## src/shared/sfo_pkg.sv

```systemverilog
// Purpose: shared constants and types of the serial flash instruction sequencer
// Assumes: 20 MHz core clock; link clock sampled as an ordinary input
// Notes: self-timed cycle durations are plain defaults, not device figures
package sfo_pkg;

   // instruction codes
   localparam logic [7:0] OP_WRSR = 8'h01;
   localparam logic [7:0] OP_PP = 8'h02;
   localparam logic [7:0] OP_READ = 8'h03;
   localparam logic [7:0] OP_WRDI = 8'h04;
   localparam logic [7:0] OP_RDSR = 8'h05;
   localparam logic [7:0] OP_WREN = 8'h06;
   localparam logic [7:0] OP_FAST = 8'h0B;
   localparam logic [7:0] OP_SE = 8'h20;
   localparam logic [7:0] OP_DUAL = 8'h3B;

   // status register layout
   localparam int SR_BUSY = 0;
   localparam int SR_WEL = 1;
   localparam int SR_BP_LO = 2;
   localparam int SR_BP_HI = 4;
   localparam int SR_TB = 5;
   localparam int SR_LOCK = 7;
   localparam logic [7:0] SR_WR_MASK = 8'hBC;
   localparam logic [7:0] SR_RESET = 8'h00;

   // array geometry
   localparam int ADDR_BITS = 24;
   localparam int PAGE_BITS = 8;
   localparam int PAGE_BYTES = 256;
   localparam int SECTOR_BITS = 12;
   localparam logic [7:0] ERASED = 8'hFF;
   localparam logic [23:0] ADDR_ONES = 24'hFF_FFFF;
   localparam logic [4:0] PROT_BASE_LOG = 5'h0F;
   localparam logic [2:0] BP_NONE = 3'h0;
   localparam logic [2:0] BP_ALL = 3'h7;
   localparam logic [7:0] PAGE_LAST = 8'hFF;

   // serial bit counting
   localparam logic [4:0] BYTE_END = 5'h07;
   localparam logic [4:0] ADDR_END = 5'h17;
   localparam logic [4:0] DUMMY_END = 5'h07;
   localparam logic [4:0] DUAL_END = 5'h06;
   localparam logic [4:0] STEP_ONE = 5'h01;
   localparam logic [4:0] STEP_TWO = 5'h02;

   // self-timed cycle durations
   localparam int CLK_MHZ = 20;
   localparam int STATUS_WRITE_TIME_US = 10;
   localparam int PAGE_PROG_TIME_US = 50;
   localparam int SECTOR_ERASE_TIME_US = 100;
   localparam logic [15:0] STATUS_WRITE_CYC = 16'(STATUS_WRITE_TIME_US * CLK_MHZ);
   localparam logic [15:0] PAGE_PROG_CYC = 16'(PAGE_PROG_TIME_US * CLK_MHZ);
   localparam logic [15:0] SECTOR_ERASE_CYC = 16'(SECTOR_ERASE_TIME_US * CLK_MHZ);
   localparam logic [15:0] TIMER_LAST = 16'h0001;

   // pin synchroniser reset value: {cs_n, sclk, data in, wp_n}
   localparam logic [3:0] PIN_RESET = 4'h9;

   typedef enum logic [3:0] {
      lk_cmd, lk_addr, lk_dummy, lk_read, lk_rdsr, lk_srdata, lk_ppdata, lk_end, lk_ignore
   } sfo_link_t;

   typedef enum logic [2:0] {
      rq_none, rq_wren, rq_wrdi, rq_wrsr, rq_pp, rq_se
   } sfo_req_t;

   typedef enum logic [1:0] {
      ex_idle, ex_prog, ex_wait
   } sfo_exec_t;

endpackage

```

## src/rtl/sfo_flash_seq.sv

```systemverilog
// Purpose: device-side instruction sequencer of a serial flash
// Assumes: array port answers arr_rdata within one cycle of arr_addr
// Notes: program/erase/status write run self-timed on the core clock
// Functional notes
// status write (01h) needs latch flag set; one data byte follows the code
// status write changes only bits 7, 5, 4, 3 and 2
// status write executes only if select rises right after its eighth data bit
// status write runs self-timed with busy 1; status stays readable
// latch flag clears when the status write cycle ends
// lock bit 1 and guard pin low rejects status writes; lock 0 ignores pin
// read 03h takes code and 24-bit address msb first on rising edges
// read data leaves msb first, changing on falling edges
// read address advances per byte, streaming over the whole memory
// reads arriving while busy are ignored and leave the cycle alone
// fast read 0Bh adds eight dummy clocks; input ignored then
// dual read 3Bh adds dummies then drives both output and bidir line
// host releases the bidir line before the first data falling edge
// write enable 06h sets the latch flag needed by writes
// dual byte takes four clocks: odd bits on output, even on bidir
// page program 02h needs latch flag, address and one to 256 bytes
// page load advances only the low 8 address bits, wrapping in page
// over 256 bytes wrap and overwrite earlier loaded bytes
// program runs only on byte-aligned select rise; busy, then latch clears
// program refused when the page lies in the guarded region
// sector erase 20h needs latch flag; sets its 4K bytes to FFh
// erase runs only on select rise after address; busy, then latch clears
// erase refused when the sector lies in the guarded region
// unknown codes are ignored until select rises
`timescale 1ns/100ps
module sfo_flash_seq (
   input wire logic ref_clk, // core clock, 20 MHz
   input wire logic rst, // synchronous reset, active high
   input wire logic cs_n, // chip select pin, active low
   input wire logic sclk, // link clock pin from host
   input wire logic dio_in, // bidir data line, input side
   output logic dio_out, // bidir data line, output side
   output logic dio_oe, // bidir data line drive enable
   output logic do_out, // serial data output pin
   output logic do_oe, // serial data output drive enable
   input wire logic wp_n, // write-guard pin, active low
   output logic [23:0] arr_addr, // array byte or sector address
   input wire logic [7:0] arr_rdata, // array read data
   output logic [7:0] arr_wdata, // array program/erase data
   output logic arr_write, // program one byte, pulse
   output logic arr_erase, // erase sector at arr_addr, pulse
   output logic busy, // self-timed cycle running
   output logic write_latch_flag // write latch flag
);

   ////////////////////////////////////////////////////////////////////////////
   // pin synchronisation and edge detection

   logic [3:0] pins_s;
   logic cs_n_s, sclk_s, din_s, wp_n_s;
   logic cs_prev, sclk_prev;
   logic cs_rise, sclk_rise, sclk_fall;

   sfo_sync #(.W(4), .RESET_VAL(sfo_pkg::PIN_RESET)) u_pin_sync (
      .ref_clk(ref_clk),
      .rst(rst),
      .async_in({cs_n, sclk, dio_in, wp_n}),
      .sync_out(pins_s)
   );

   assign {cs_n_s, sclk_s, din_s, wp_n_s} = pins_s;
   assign cs_rise = cs_n_s & ~cs_prev;
   assign sclk_rise = sclk_s & ~sclk_prev & ~cs_n_s;
   assign sclk_fall = ~sclk_s & sclk_prev & ~cs_n_s;

   always_ff @(posedge ref_clk)
   begin
      if (rst)
      begin
         cs_prev <= 1'b1;
         sclk_prev <= 1'b0;
      end
      else
      begin
         cs_prev <= cs_n_s;
         sclk_prev <= sclk_s;
      end
   end

   ////////////////////////////////////////////////////////////////////////////
   // guarded region decode

   function automatic logic prot_hit(input logic [23:0] a, input logic [7:0] sr);
      logic [2:0] bp;
      logic [23:0] mask;
      logic hit;
      bp = sr[sfo_pkg::SR_BP_HI:sfo_pkg::SR_BP_LO];
      mask = sfo_pkg::ADDR_ONES << (sfo_pkg::PROT_BASE_LOG + 5'(bp));
      if (bp == sfo_pkg::BP_NONE)
         hit = 1'b0;
      else if (bp == sfo_pkg::BP_ALL)
         hit = 1'b1;
      else if (sr[sfo_pkg::SR_TB])
         hit = ((a & mask) == '0);
      else
         hit = ((a & mask) == mask);
      return hit;
   endfunction

   ////////////////////////////////////////////////////////////////////////////
   // link side: instruction, address and data shifting

   sfo_pkg::sfo_link_t state, next_state;
   sfo_pkg::sfo_req_t pend, next_pend, req, next_req;
   logic [4:0] cnt, next_cnt;
   logic [7:0] shift, next_shift, sample;
   logic [7:0] op, next_op;
   logic [23:0] addr, next_addr;
   logic [7:0] out_byte, next_out_byte, b;
   logic [7:0] req_data, next_req_data;
   logic next_do, next_do_oe, next_dio, next_dio_oe;
   logic [7:0] page_buf [sfo_pkg::PAGE_BYTES];
   logic [7:0] next_page_buf [sfo_pkg::PAGE_BYTES];
   logic [sfo_pkg::PAGE_BYTES-1:0] loaded, next_loaded;
   logic have_byte, next_have_byte;
   logic [7:0] status;

   always_comb
   begin
      next_state = state;
      next_pend = pend;
      next_req = sfo_pkg::rq_none;
      next_cnt = cnt;
      next_shift = shift;
      next_op = op;
      next_addr = addr;
      next_out_byte = out_byte;
      next_req_data = req_data;
      next_do = do_out;
      next_do_oe = do_oe;
      next_dio = dio_out;
      next_dio_oe = dio_oe;
      next_page_buf = page_buf;
      next_loaded = loaded;
      next_have_byte = have_byte;
      sample = {shift[6:0], din_s};
      b = (cnt == '0) ? ((state == sfo_pkg::lk_read) ? arr_rdata : status) : out_byte;
      if (cs_rise)
      begin
         next_state = sfo_pkg::lk_cmd;
         next_cnt = '0;
         next_do_oe = 1'b0;
         next_dio_oe = 1'b0;
         next_pend = sfo_pkg::rq_none;
         if (state == sfo_pkg::lk_end)
            next_req = pend;
         else if (state == sfo_pkg::lk_ppdata && cnt == '0 && have_byte)
            next_req = sfo_pkg::rq_pp;
      end
      else if (sclk_rise)
      begin
         case (state)
            sfo_pkg::lk_cmd:
            begin
               next_shift = sample;
               next_cnt = cnt + sfo_pkg::STEP_ONE;
               if (cnt == sfo_pkg::BYTE_END)
               begin
                  next_cnt = '0;
                  next_op = sample;
                  next_state = sfo_pkg::lk_ignore;
                  if (sample == sfo_pkg::OP_RDSR)
                     next_state = sfo_pkg::lk_rdsr;
                  else if (busy)
                     next_state = sfo_pkg::lk_ignore;
                  else if (sample == sfo_pkg::OP_WREN)
                  begin
                     next_pend = sfo_pkg::rq_wren;
                     next_state = sfo_pkg::lk_end;
                  end
                  else if (sample == sfo_pkg::OP_WRDI)
                  begin
                     next_pend = sfo_pkg::rq_wrdi;
                     next_state = sfo_pkg::lk_end;
                  end
                  else if (sample == sfo_pkg::OP_WRSR && write_latch_flag)
                     next_state = sfo_pkg::lk_srdata;
                  else if (sample == sfo_pkg::OP_READ || sample == sfo_pkg::OP_FAST
                           || sample == sfo_pkg::OP_DUAL)
                     next_state = sfo_pkg::lk_addr;
                  else if ((sample == sfo_pkg::OP_PP || sample == sfo_pkg::OP_SE)
                           && write_latch_flag)
                     next_state = sfo_pkg::lk_addr;
               end
            end
            sfo_pkg::lk_addr:
            begin
               next_addr = {addr[22:0], din_s};
               next_cnt = cnt + sfo_pkg::STEP_ONE;
               next_loaded = '0;
               next_have_byte = 1'b0;
               if (cnt == sfo_pkg::ADDR_END)
               begin
                  next_cnt = '0;
                  case (op)
                     sfo_pkg::OP_READ: next_state = sfo_pkg::lk_read;
                     sfo_pkg::OP_PP: next_state = sfo_pkg::lk_ppdata;
                     sfo_pkg::OP_SE:
                     begin
                        next_pend = sfo_pkg::rq_se;
                        next_state = sfo_pkg::lk_end;
                     end
                     default: next_state = sfo_pkg::lk_dummy;
                  endcase
               end
            end
            sfo_pkg::lk_dummy:
            begin
               next_cnt = cnt + sfo_pkg::STEP_ONE;
               if (cnt == sfo_pkg::DUMMY_END)
               begin
                  next_cnt = '0;
                  next_state = sfo_pkg::lk_read;
               end
            end
            sfo_pkg::lk_srdata:
            begin
               next_shift = sample;
               next_cnt = cnt + sfo_pkg::STEP_ONE;
               if (cnt == sfo_pkg::BYTE_END)
               begin
                  next_cnt = '0;
                  next_req_data = sample;
                  next_pend = sfo_pkg::rq_wrsr;
                  next_state = sfo_pkg::lk_end;
               end
            end
            sfo_pkg::lk_ppdata:
            begin
               next_shift = sample;
               next_cnt = cnt + sfo_pkg::STEP_ONE;
               if (cnt == sfo_pkg::BYTE_END)
               begin
                  next_cnt = '0;
                  next_page_buf[addr[7:0]] = sample;
                  next_loaded[addr[7:0]] = 1'b1;
                  next_have_byte = 1'b1;
                  next_addr[7:0] = addr[7:0] + 8'h01;
               end
               else
                  next_have_byte = have_byte;
            end
            sfo_pkg::lk_end: next_state = sfo_pkg::lk_ignore;
            default: next_state = state;
         endcase
      end
      else if (sclk_fall)
      begin
         if (state == sfo_pkg::lk_read && op == sfo_pkg::OP_DUAL)
         begin
            next_do = b[7];
            next_dio = b[6];
            next_do_oe = 1'b1;
            next_dio_oe = 1'b1;
            next_out_byte = b << 2;
            next_cnt = cnt + sfo_pkg::STEP_TWO;
            if (cnt == sfo_pkg::DUAL_END)
            begin
               next_cnt = '0;
               next_addr = addr + 24'h00_0001;
            end
         end
         else if (state == sfo_pkg::lk_read || state == sfo_pkg::lk_rdsr)
         begin
            next_do = b[7];
            next_do_oe = 1'b1;
            next_out_byte = b << 1;
            next_cnt = cnt + sfo_pkg::STEP_ONE;
            if (cnt == sfo_pkg::BYTE_END)
            begin
               next_cnt = '0;
               if (state == sfo_pkg::lk_read)
                  next_addr = addr + 24'h00_0001;
            end
         end
      end
   end

   always_ff @(posedge ref_clk)
   begin
      if (rst)
      begin
         state <= sfo_pkg::lk_cmd;
         pend <= sfo_pkg::rq_none;
         req <= sfo_pkg::rq_none;
         cnt <= '0;
         shift <= '0;
         op <= '0;
         addr <= '0;
         out_byte <= '0;
         req_data <= '0;
         do_out <= 1'b0;
         do_oe <= 1'b0;
         dio_out <= 1'b0;
         dio_oe <= 1'b0;
         loaded <= '0;
         have_byte <= 1'b0;
      end
      else
      begin
         state <= next_state;
         pend <= next_pend;
         req <= next_req;
         cnt <= next_cnt;
         shift <= next_shift;
         op <= next_op;
         addr <= next_addr;
         out_byte <= next_out_byte;
         req_data <= next_req_data;
         do_out <= next_do;
         do_oe <= next_do_oe;
         dio_out <= next_dio;
         dio_oe <= next_dio_oe;
         loaded <= next_loaded;
         have_byte <= next_have_byte;
      end
      page_buf <= next_page_buf;
   end

   ////////////////////////////////////////////////////////////////////////////
   // self-timed execution and status

   sfo_pkg::sfo_exec_t ex_state, next_ex_state;
   logic [15:0] timer, next_timer;
   logic [7:0] prog_idx, next_prog_idx;
   logic [15:0] ex_page, next_ex_page;
   logic [7:0] nv, next_nv;
   logic next_wel, next_busy, next_arr_write, next_arr_erase;
   logic [23:0] next_arr_addr;
   logic [7:0] next_arr_wdata;

   always_comb
   begin
      status = nv;
      status[sfo_pkg::SR_WEL] = write_latch_flag;
      status[sfo_pkg::SR_BUSY] = busy;
   end

   always_comb
   begin
      next_ex_state = ex_state;
      next_timer = timer;
      next_prog_idx = prog_idx;
      next_ex_page = ex_page;
      next_nv = nv;
      next_wel = write_latch_flag;
      next_busy = busy;
      next_arr_write = 1'b0;
      next_arr_erase = 1'b0;
      next_arr_addr = addr;
      next_arr_wdata = arr_wdata;
      case (ex_state)
         sfo_pkg::ex_idle:
         begin
            case (req)
               sfo_pkg::rq_wren: next_wel = 1'b1;
               sfo_pkg::rq_wrdi: next_wel = 1'b0;
               sfo_pkg::rq_wrsr:
                  if (write_latch_flag && !(nv[sfo_pkg::SR_LOCK] && !wp_n_s))
                  begin
                     next_nv = (nv & ~sfo_pkg::SR_WR_MASK)
                        | (req_data & sfo_pkg::SR_WR_MASK);
                     next_busy = 1'b1;
                     next_timer = sfo_pkg::STATUS_WRITE_CYC;
                     next_ex_state = sfo_pkg::ex_wait;
                  end
               sfo_pkg::rq_pp:
                  if (write_latch_flag && !prot_hit(addr, nv))
                  begin
                     next_busy = 1'b1;
                     next_prog_idx = '0;
                     next_ex_page = addr[sfo_pkg::ADDR_BITS-1:sfo_pkg::PAGE_BITS];
                     next_timer = sfo_pkg::PAGE_PROG_CYC;
                     next_ex_state = sfo_pkg::ex_prog;
                  end
               sfo_pkg::rq_se:
                  if (write_latch_flag && !prot_hit(addr, nv))
                  begin
                     next_busy = 1'b1;
                     next_arr_addr = {addr[sfo_pkg::ADDR_BITS-1:sfo_pkg::SECTOR_BITS],
                                      12'h000};
                     next_arr_wdata = sfo_pkg::ERASED;
                     next_arr_erase = 1'b1;
                     next_timer = sfo_pkg::SECTOR_ERASE_CYC;
                     next_ex_state = sfo_pkg::ex_wait;
                  end
               default: next_busy = busy;
            endcase
         end
         sfo_pkg::ex_prog:
         begin
            next_arr_addr = {ex_page, prog_idx};
            next_arr_wdata = page_buf[prog_idx];
            next_arr_write = loaded[prog_idx];
            next_prog_idx = prog_idx + 8'h01;
            if (prog_idx == sfo_pkg::PAGE_LAST)
               next_ex_state = sfo_pkg::ex_wait;
         end
         sfo_pkg::ex_wait:
         begin
            next_arr_addr = arr_addr;
            next_timer = timer - 16'h0001;
            if (timer == sfo_pkg::TIMER_LAST)
            begin
               next_busy = 1'b0;
               next_wel = 1'b0;
               next_ex_state = sfo_pkg::ex_idle;
            end
         end
         default: next_ex_state = sfo_pkg::ex_idle;
      endcase
   end

   always_ff @(posedge ref_clk)
   begin
      if (rst)
      begin
         ex_state <= sfo_pkg::ex_idle;
         timer <= '0;
         prog_idx <= '0;
         ex_page <= '0;
         nv <= sfo_pkg::SR_RESET;
         write_latch_flag <= 1'b0;
         busy <= 1'b0;
         arr_write <= 1'b0;
         arr_erase <= 1'b0;
         arr_addr <= '0;
         arr_wdata <= '0;
      end
      else
      begin
         ex_state <= next_ex_state;
         timer <= next_timer;
         prog_idx <= next_prog_idx;
         ex_page <= next_ex_page;
         nv <= next_nv;
         write_latch_flag <= next_wel;
         busy <= next_busy;
         arr_write <= next_arr_write;
         arr_erase <= next_arr_erase;
         arr_addr <= next_arr_addr;
         arr_wdata <= next_arr_wdata;
      end
   end

endmodule

```

## src/rtl/sfo_sync.sv

```systemverilog
// Purpose: two-flop synchroniser for pins from outside the clock domain
// Assumes: each bit is an independent level
// Notes: first stage feeds only the second stage
`timescale 1ns/100ps
module sfo_sync #(
   parameter int W = 1,
   parameter logic [W-1:0] RESET_VAL = '0
) (
   input wire logic ref_clk, // core clock
   input wire logic rst, // synchronous reset, active high
   input wire logic [W-1:0] async_in, // raw pin levels
   output logic [W-1:0] sync_out // synchronised levels
);

   logic [W-1:0] stage1;
   logic [W-1:0] next_stage1;
   logic [W-1:0] next_sync_out;

   always_comb
   begin
      next_stage1 = async_in;
      next_sync_out = stage1;
   end

   always_ff @(posedge ref_clk)
   begin
      if (rst)
      begin
         stage1 <= RESET_VAL;
         sync_out <= RESET_VAL;
      end
      else
      begin
         stage1 <= next_stage1;
         sync_out <= next_sync_out;
      end
   end

endmodule

```

## config.mk

```make
export PLATFORM = sky130hd
export DESIGN_NAME = sfo_flash_seq
export DESIGN_NICKNAME = d
export VERILOG_FILES = /design/src/shared/sfo_pkg.sv /design/src/rtl/sfo_flash_seq.sv /design/src/rtl/sfo_sync.sv
export SDC_FILE = /design/constraint.sdc
export NUM_CORES = 2
export LEC_CHECK = 0
export BUFFER_PORTS_ARGS = -buffer_cell sky130_fd_sc_hd__buf_4
export CORE_MARGIN = 1
export CORE_UTILIZATION = 40
export CTS_CLUSTER_SIZE = 8
export DETAILED_ROUTE_END_ITERATION = 7
export PLACE_DENSITY = 0.54
export RECOVER_POWER = 100
export SYNTH_ARGS = -nofsm -noshare
export SYNTH_HDL_FRONTEND = slang
export SYNTH_SLANG_ARGS = --single-unit
```

## constraint.sdc

```tcl
create_clock -name ref_clk -period 7.19 [get_ports ref_clk]
set_input_delay 0.719 -clock ref_clk [delete_from_list [all_inputs] [get_ports ref_clk]]
set_output_delay 0.719 -clock ref_clk [all_outputs]
set_load 0.005 [all_outputs]
```

==> results.json <==
{
  "r2r_slack_ns": 1.81,
  "leakagePower_uw": 0.0350,
  "syn_area_sq_um": 97500,
  "clkPwrFrac": 0.488,
  "overflow": 0,
  "synth-edff-count": 2048,
  "violations": "capacitance limit, slew limit",
  "synth_top_family_by_area": "multiplexers",
  "synthArstFlopShare": 0,
  "worstPathArrival_ns": 6.28,
  "synth_common_cells": "2048 x edfxtp_1, 708 x nor2_1, 596 x mux4_2, 420 x dfxtp_1, 368 x a21oi_1",
  "worst-setup-path-type": "input port to register",
  "synth-xor-area-share": 0.000718,
  "slew_headroom": -1.60,
  "layout.nets": 5841,
  "ir_worst_vdd_uv": 197,
  "r2r_end": "loaded[12]$_SDFFE_PP0P_",
  "vias_per_cell": 5.97,
  "dpl.hpwl_mm": 159,
  "finalSetupTns_ns": 0,
  "intPower_uw": 24300,
  "cts-root-buf": "clkbuf_16",
  "vias": 54200,
  "clock_sink_count": 2468,
  "start_kind": "input port",
  "first_global_vias": 53500,
  "first_iter_violations": 5742,
  "routedWlPerCell_um": 30.2,
  "status": "finished with violations",
  "holdCritPathClass": "input port to register",
  "start_util": 0.404,
  "syn_inst": 5657,
  "reg2reg_from": "state[2]$_SDFFE_PP0P_",
  "clk_pin_slew_ns": 0.05,
  "synthAdderAreaFrac": 0.00218,
  "switching_share": 0.194,
  "grt_max_degree": 249,
  "cts_buffers": 358,
  "synth_mux_area_frac": 0.149,
  "pwr-share-comb": 0.002,
  "p_sw_uw": 5820,
  "die_area_sq_um": 246000,
  "wirelength_mm": 274,
  "synth.top_cell.area_share": 0.630,
  "synth_compound_area_frac": 0.0594,
  "setup_violations": 0,
  "critPathCaptureType": "register",
  "clock.fmax_mhz": 178,
  "grtUsageTotal": 0.222,
  "drive_gt1_frac": 0.207,
  "grt_pass1_wl_mm": 394,
  "synth_cell_types": 82,
  "pin_count": 54,
  "critPathMaxFanout": 248,
  "maxSlewViolCount": 1445,
  "fin_crit_sh": 0.783,
  "core-area_sq_um": 241000,
  "die_w_um": 496,
  "drcViolationCount": 0,
  "hold_viol_final": 0,
  "drt_first_pass_iters": 5,
  "yosys.area_share.simple": 0.0503,
  "syn_area_per_cell_sq_um": 17.2,
  "startpoint": "rst",
  "total_power_uw": 30100,
  "ys_ff_latch": 2468,
  "finalClockSkew_ns": 0.0749,
  "routabilityCongestion": 0.825,
  "post-route-min-period_ns": 5.63,
  "area_growth_pct": 13.5,
  "ant_nets": 0,
  "fill_cells": 20500,
  "cts_tree": "yes",
  "synth.most_common_cell": "edfxtp_1",
  "antenna_found_initial": 7,
  "yosysWarnings": 0,
  "yosysTopAreaCell": "edfxtp_1",
  "cp_data_required_time_ns": 7.84,
  "rsz0062_at_grt": "false",
  "cap_violations": 21,
  "powerDensity_nw_per_um2": 272,
  "tightest_slew_ns": 3.89,
  "ys.flop_type": "edfxtp_1",
  "port_buffers": 53,
  "clock_latency_ns": 0.96,
  "rows": 180,
  "synth_area_leaders": "edfxtp_1 63%, mux4_2 14%, dfxtp_1 8.6%, nor2_1 2.7%, a21oi_1 1.9%",
  "synthesis.nets": 5688,
  "ys_seq_area_frac": 0.717,
  "p_seq_frac": 0.509,
  "fp.dieH_um": 496,
  "crit_path_end": "loaded[186]$_SDFFE_PP0P_",
  "reg2reg_depth": 9,
  "cts_max_path_buffers": 4,
  "htreeDepth": 5
}
[per-stage QoR]
step	area (sq um)	cells	utilization	worst slack (ns)	hold slack (ns)
detailed placement	101000	8633	0.420	2.83	0.408
CTS	111000	9078	0.459	2.80	0.0000593
global placement	101000	8631	0.420	2.49	0.402
floorplan	97500	5657	-	2.02	0.389
finish	111000	9079	0.459	1.56	0.0490
global route	111000	9078	0.459	1.32	0.0141
[per-layer routing]
layer | wire [um] | share of wire | global-route usage | up-vias
met5 | 34 | 0.00012 | 0 | -
met4 | 8040 | 0.029 | 0.0676 | 4
met3 | 20300 | 0.074 | 0.0406 | 490
met2 | 128000 | 0.47 | 0.347 | 2223
met1 | 117000 | 0.43 | 0.317 | 28700
li1 | - | - | - | 22800
[critical path: stages]
cell and delay (ns):
clkbuf_1 2.67, a21o_1 0.42, clkbuf_4 1.98, nor2_1 0.17
[power by group through the flow]
stage | Sequential (uW) | Combinational [uW] | Clock [uW]
after detailed placement | 15600 | 73.4 | 0
after CTS | 15300 | 74.5 | 14900
after global placement | 15600 | 72.0 | 0
final | 15300 | 71.5 | 14700
after floorplan | 15600 | 38.3 | 0
after global routing | 15300 | 77.4 | 15400
[cell usage in the layout (no fill, tap or decap), types with 29 or more instances in the layout]
cell type,netlist,layout
a211oi_1,46,46
a21oi_1,368,369
a221oi_1,59,59
a22o_1,55,55
a22oi_1,112,112
buf_4,62,107
clkbuf_1,215,88
clkbuf_16,0,362
clkbuf_4,0,34
dfxtp_1,420,413
edfxtp_1,2048,2048
inv_1,47,47
mux2i_1,85,85
mux4_2,596,596
nand2_1,124,112
nand3_1,33,29
nor2_1,708,704
nor2b_1,44,40
nor3_1,72,66
o21ai_0,88,88
o22ai_1,34,34
[worst min path at each step]
stage,start,endpoint,cells past startpoint
floorplan,u_pin_sync.next_sync_out[0]$_SDFF_PP1_,u_pin_sync.sync_out[0]$_SDFF_PP1_,1
global placement,u_pin_sync.next_sync_out[0]$_SDFF_PP1_,u_pin_sync.sync_out[0]$_SDFF_PP1_,1
detailed placement,u_pin_sync.next_sync_out[0]$_SDFF_PP1_,u_pin_sync.sync_out[0]$_SDFF_PP1_,1
CTS,cs_n,u_pin_sync.next_sync_out[3]$_SDFF_PP1_,2
global route,cs_n,u_pin_sync.next_sync_out[3]$_SDFF_PP1_,2
finish,cs_n,u_pin_sync.next_sync_out[3]$_SDFF_PP1_,2
[repair_timing]
action / in CTS / in global routing
hold buffers: 2 / 0
setup endpoints to repair: 0 / 0
resized for setup: 0 / 0
buffers inserted: 0 / 0
hold endpoints to repair: 2 / 0
[registers in the layout (all words and copies together) (netlist names), 2 cells and up]
signal	count
ex_page	16
req_data	5
out_byte	7
page_buf	2048
timer	16
addr	24
state	4
u_pin_sync.next_sync_out	4
arr_wdata	8
req	3
u_pin_sync.sync_out	4
nv	5
pend	3
op	8
cnt	5
shift	7
prog_idx	8
arr_addr	24
loaded	256
ex_state	2
[logic make-up (layout without fill, tap and decap cells)]
kind of cell | count (synthesis) | in the layout
adders and majority gates | 17 | 17
other | 0 | 1
muxes | 702 | 702
DFF | 2468 | 2468
buffers and inverters | 440 | 676
and+or+nand+nor | 1126 | 1126
xor gates and xnor gates | 8 | 8
AOI/OAI and AO/OA | 896 | 896
[layout make-up]
type                    count  area (sq um)  area share
diodes                      1          2.50   0.0000226
clock buffers             434          9340      0.0844
clock inverters             9           128     0.00115
inverters                  49           184     0.00166
multi-input cells        2749         25600       0.231
flip-flops and latches   2468         69900       0.632
well taps                3185          3990      0.0360
repair buffers            184          1530      0.0138
Power figures use the tool's default switching activity.
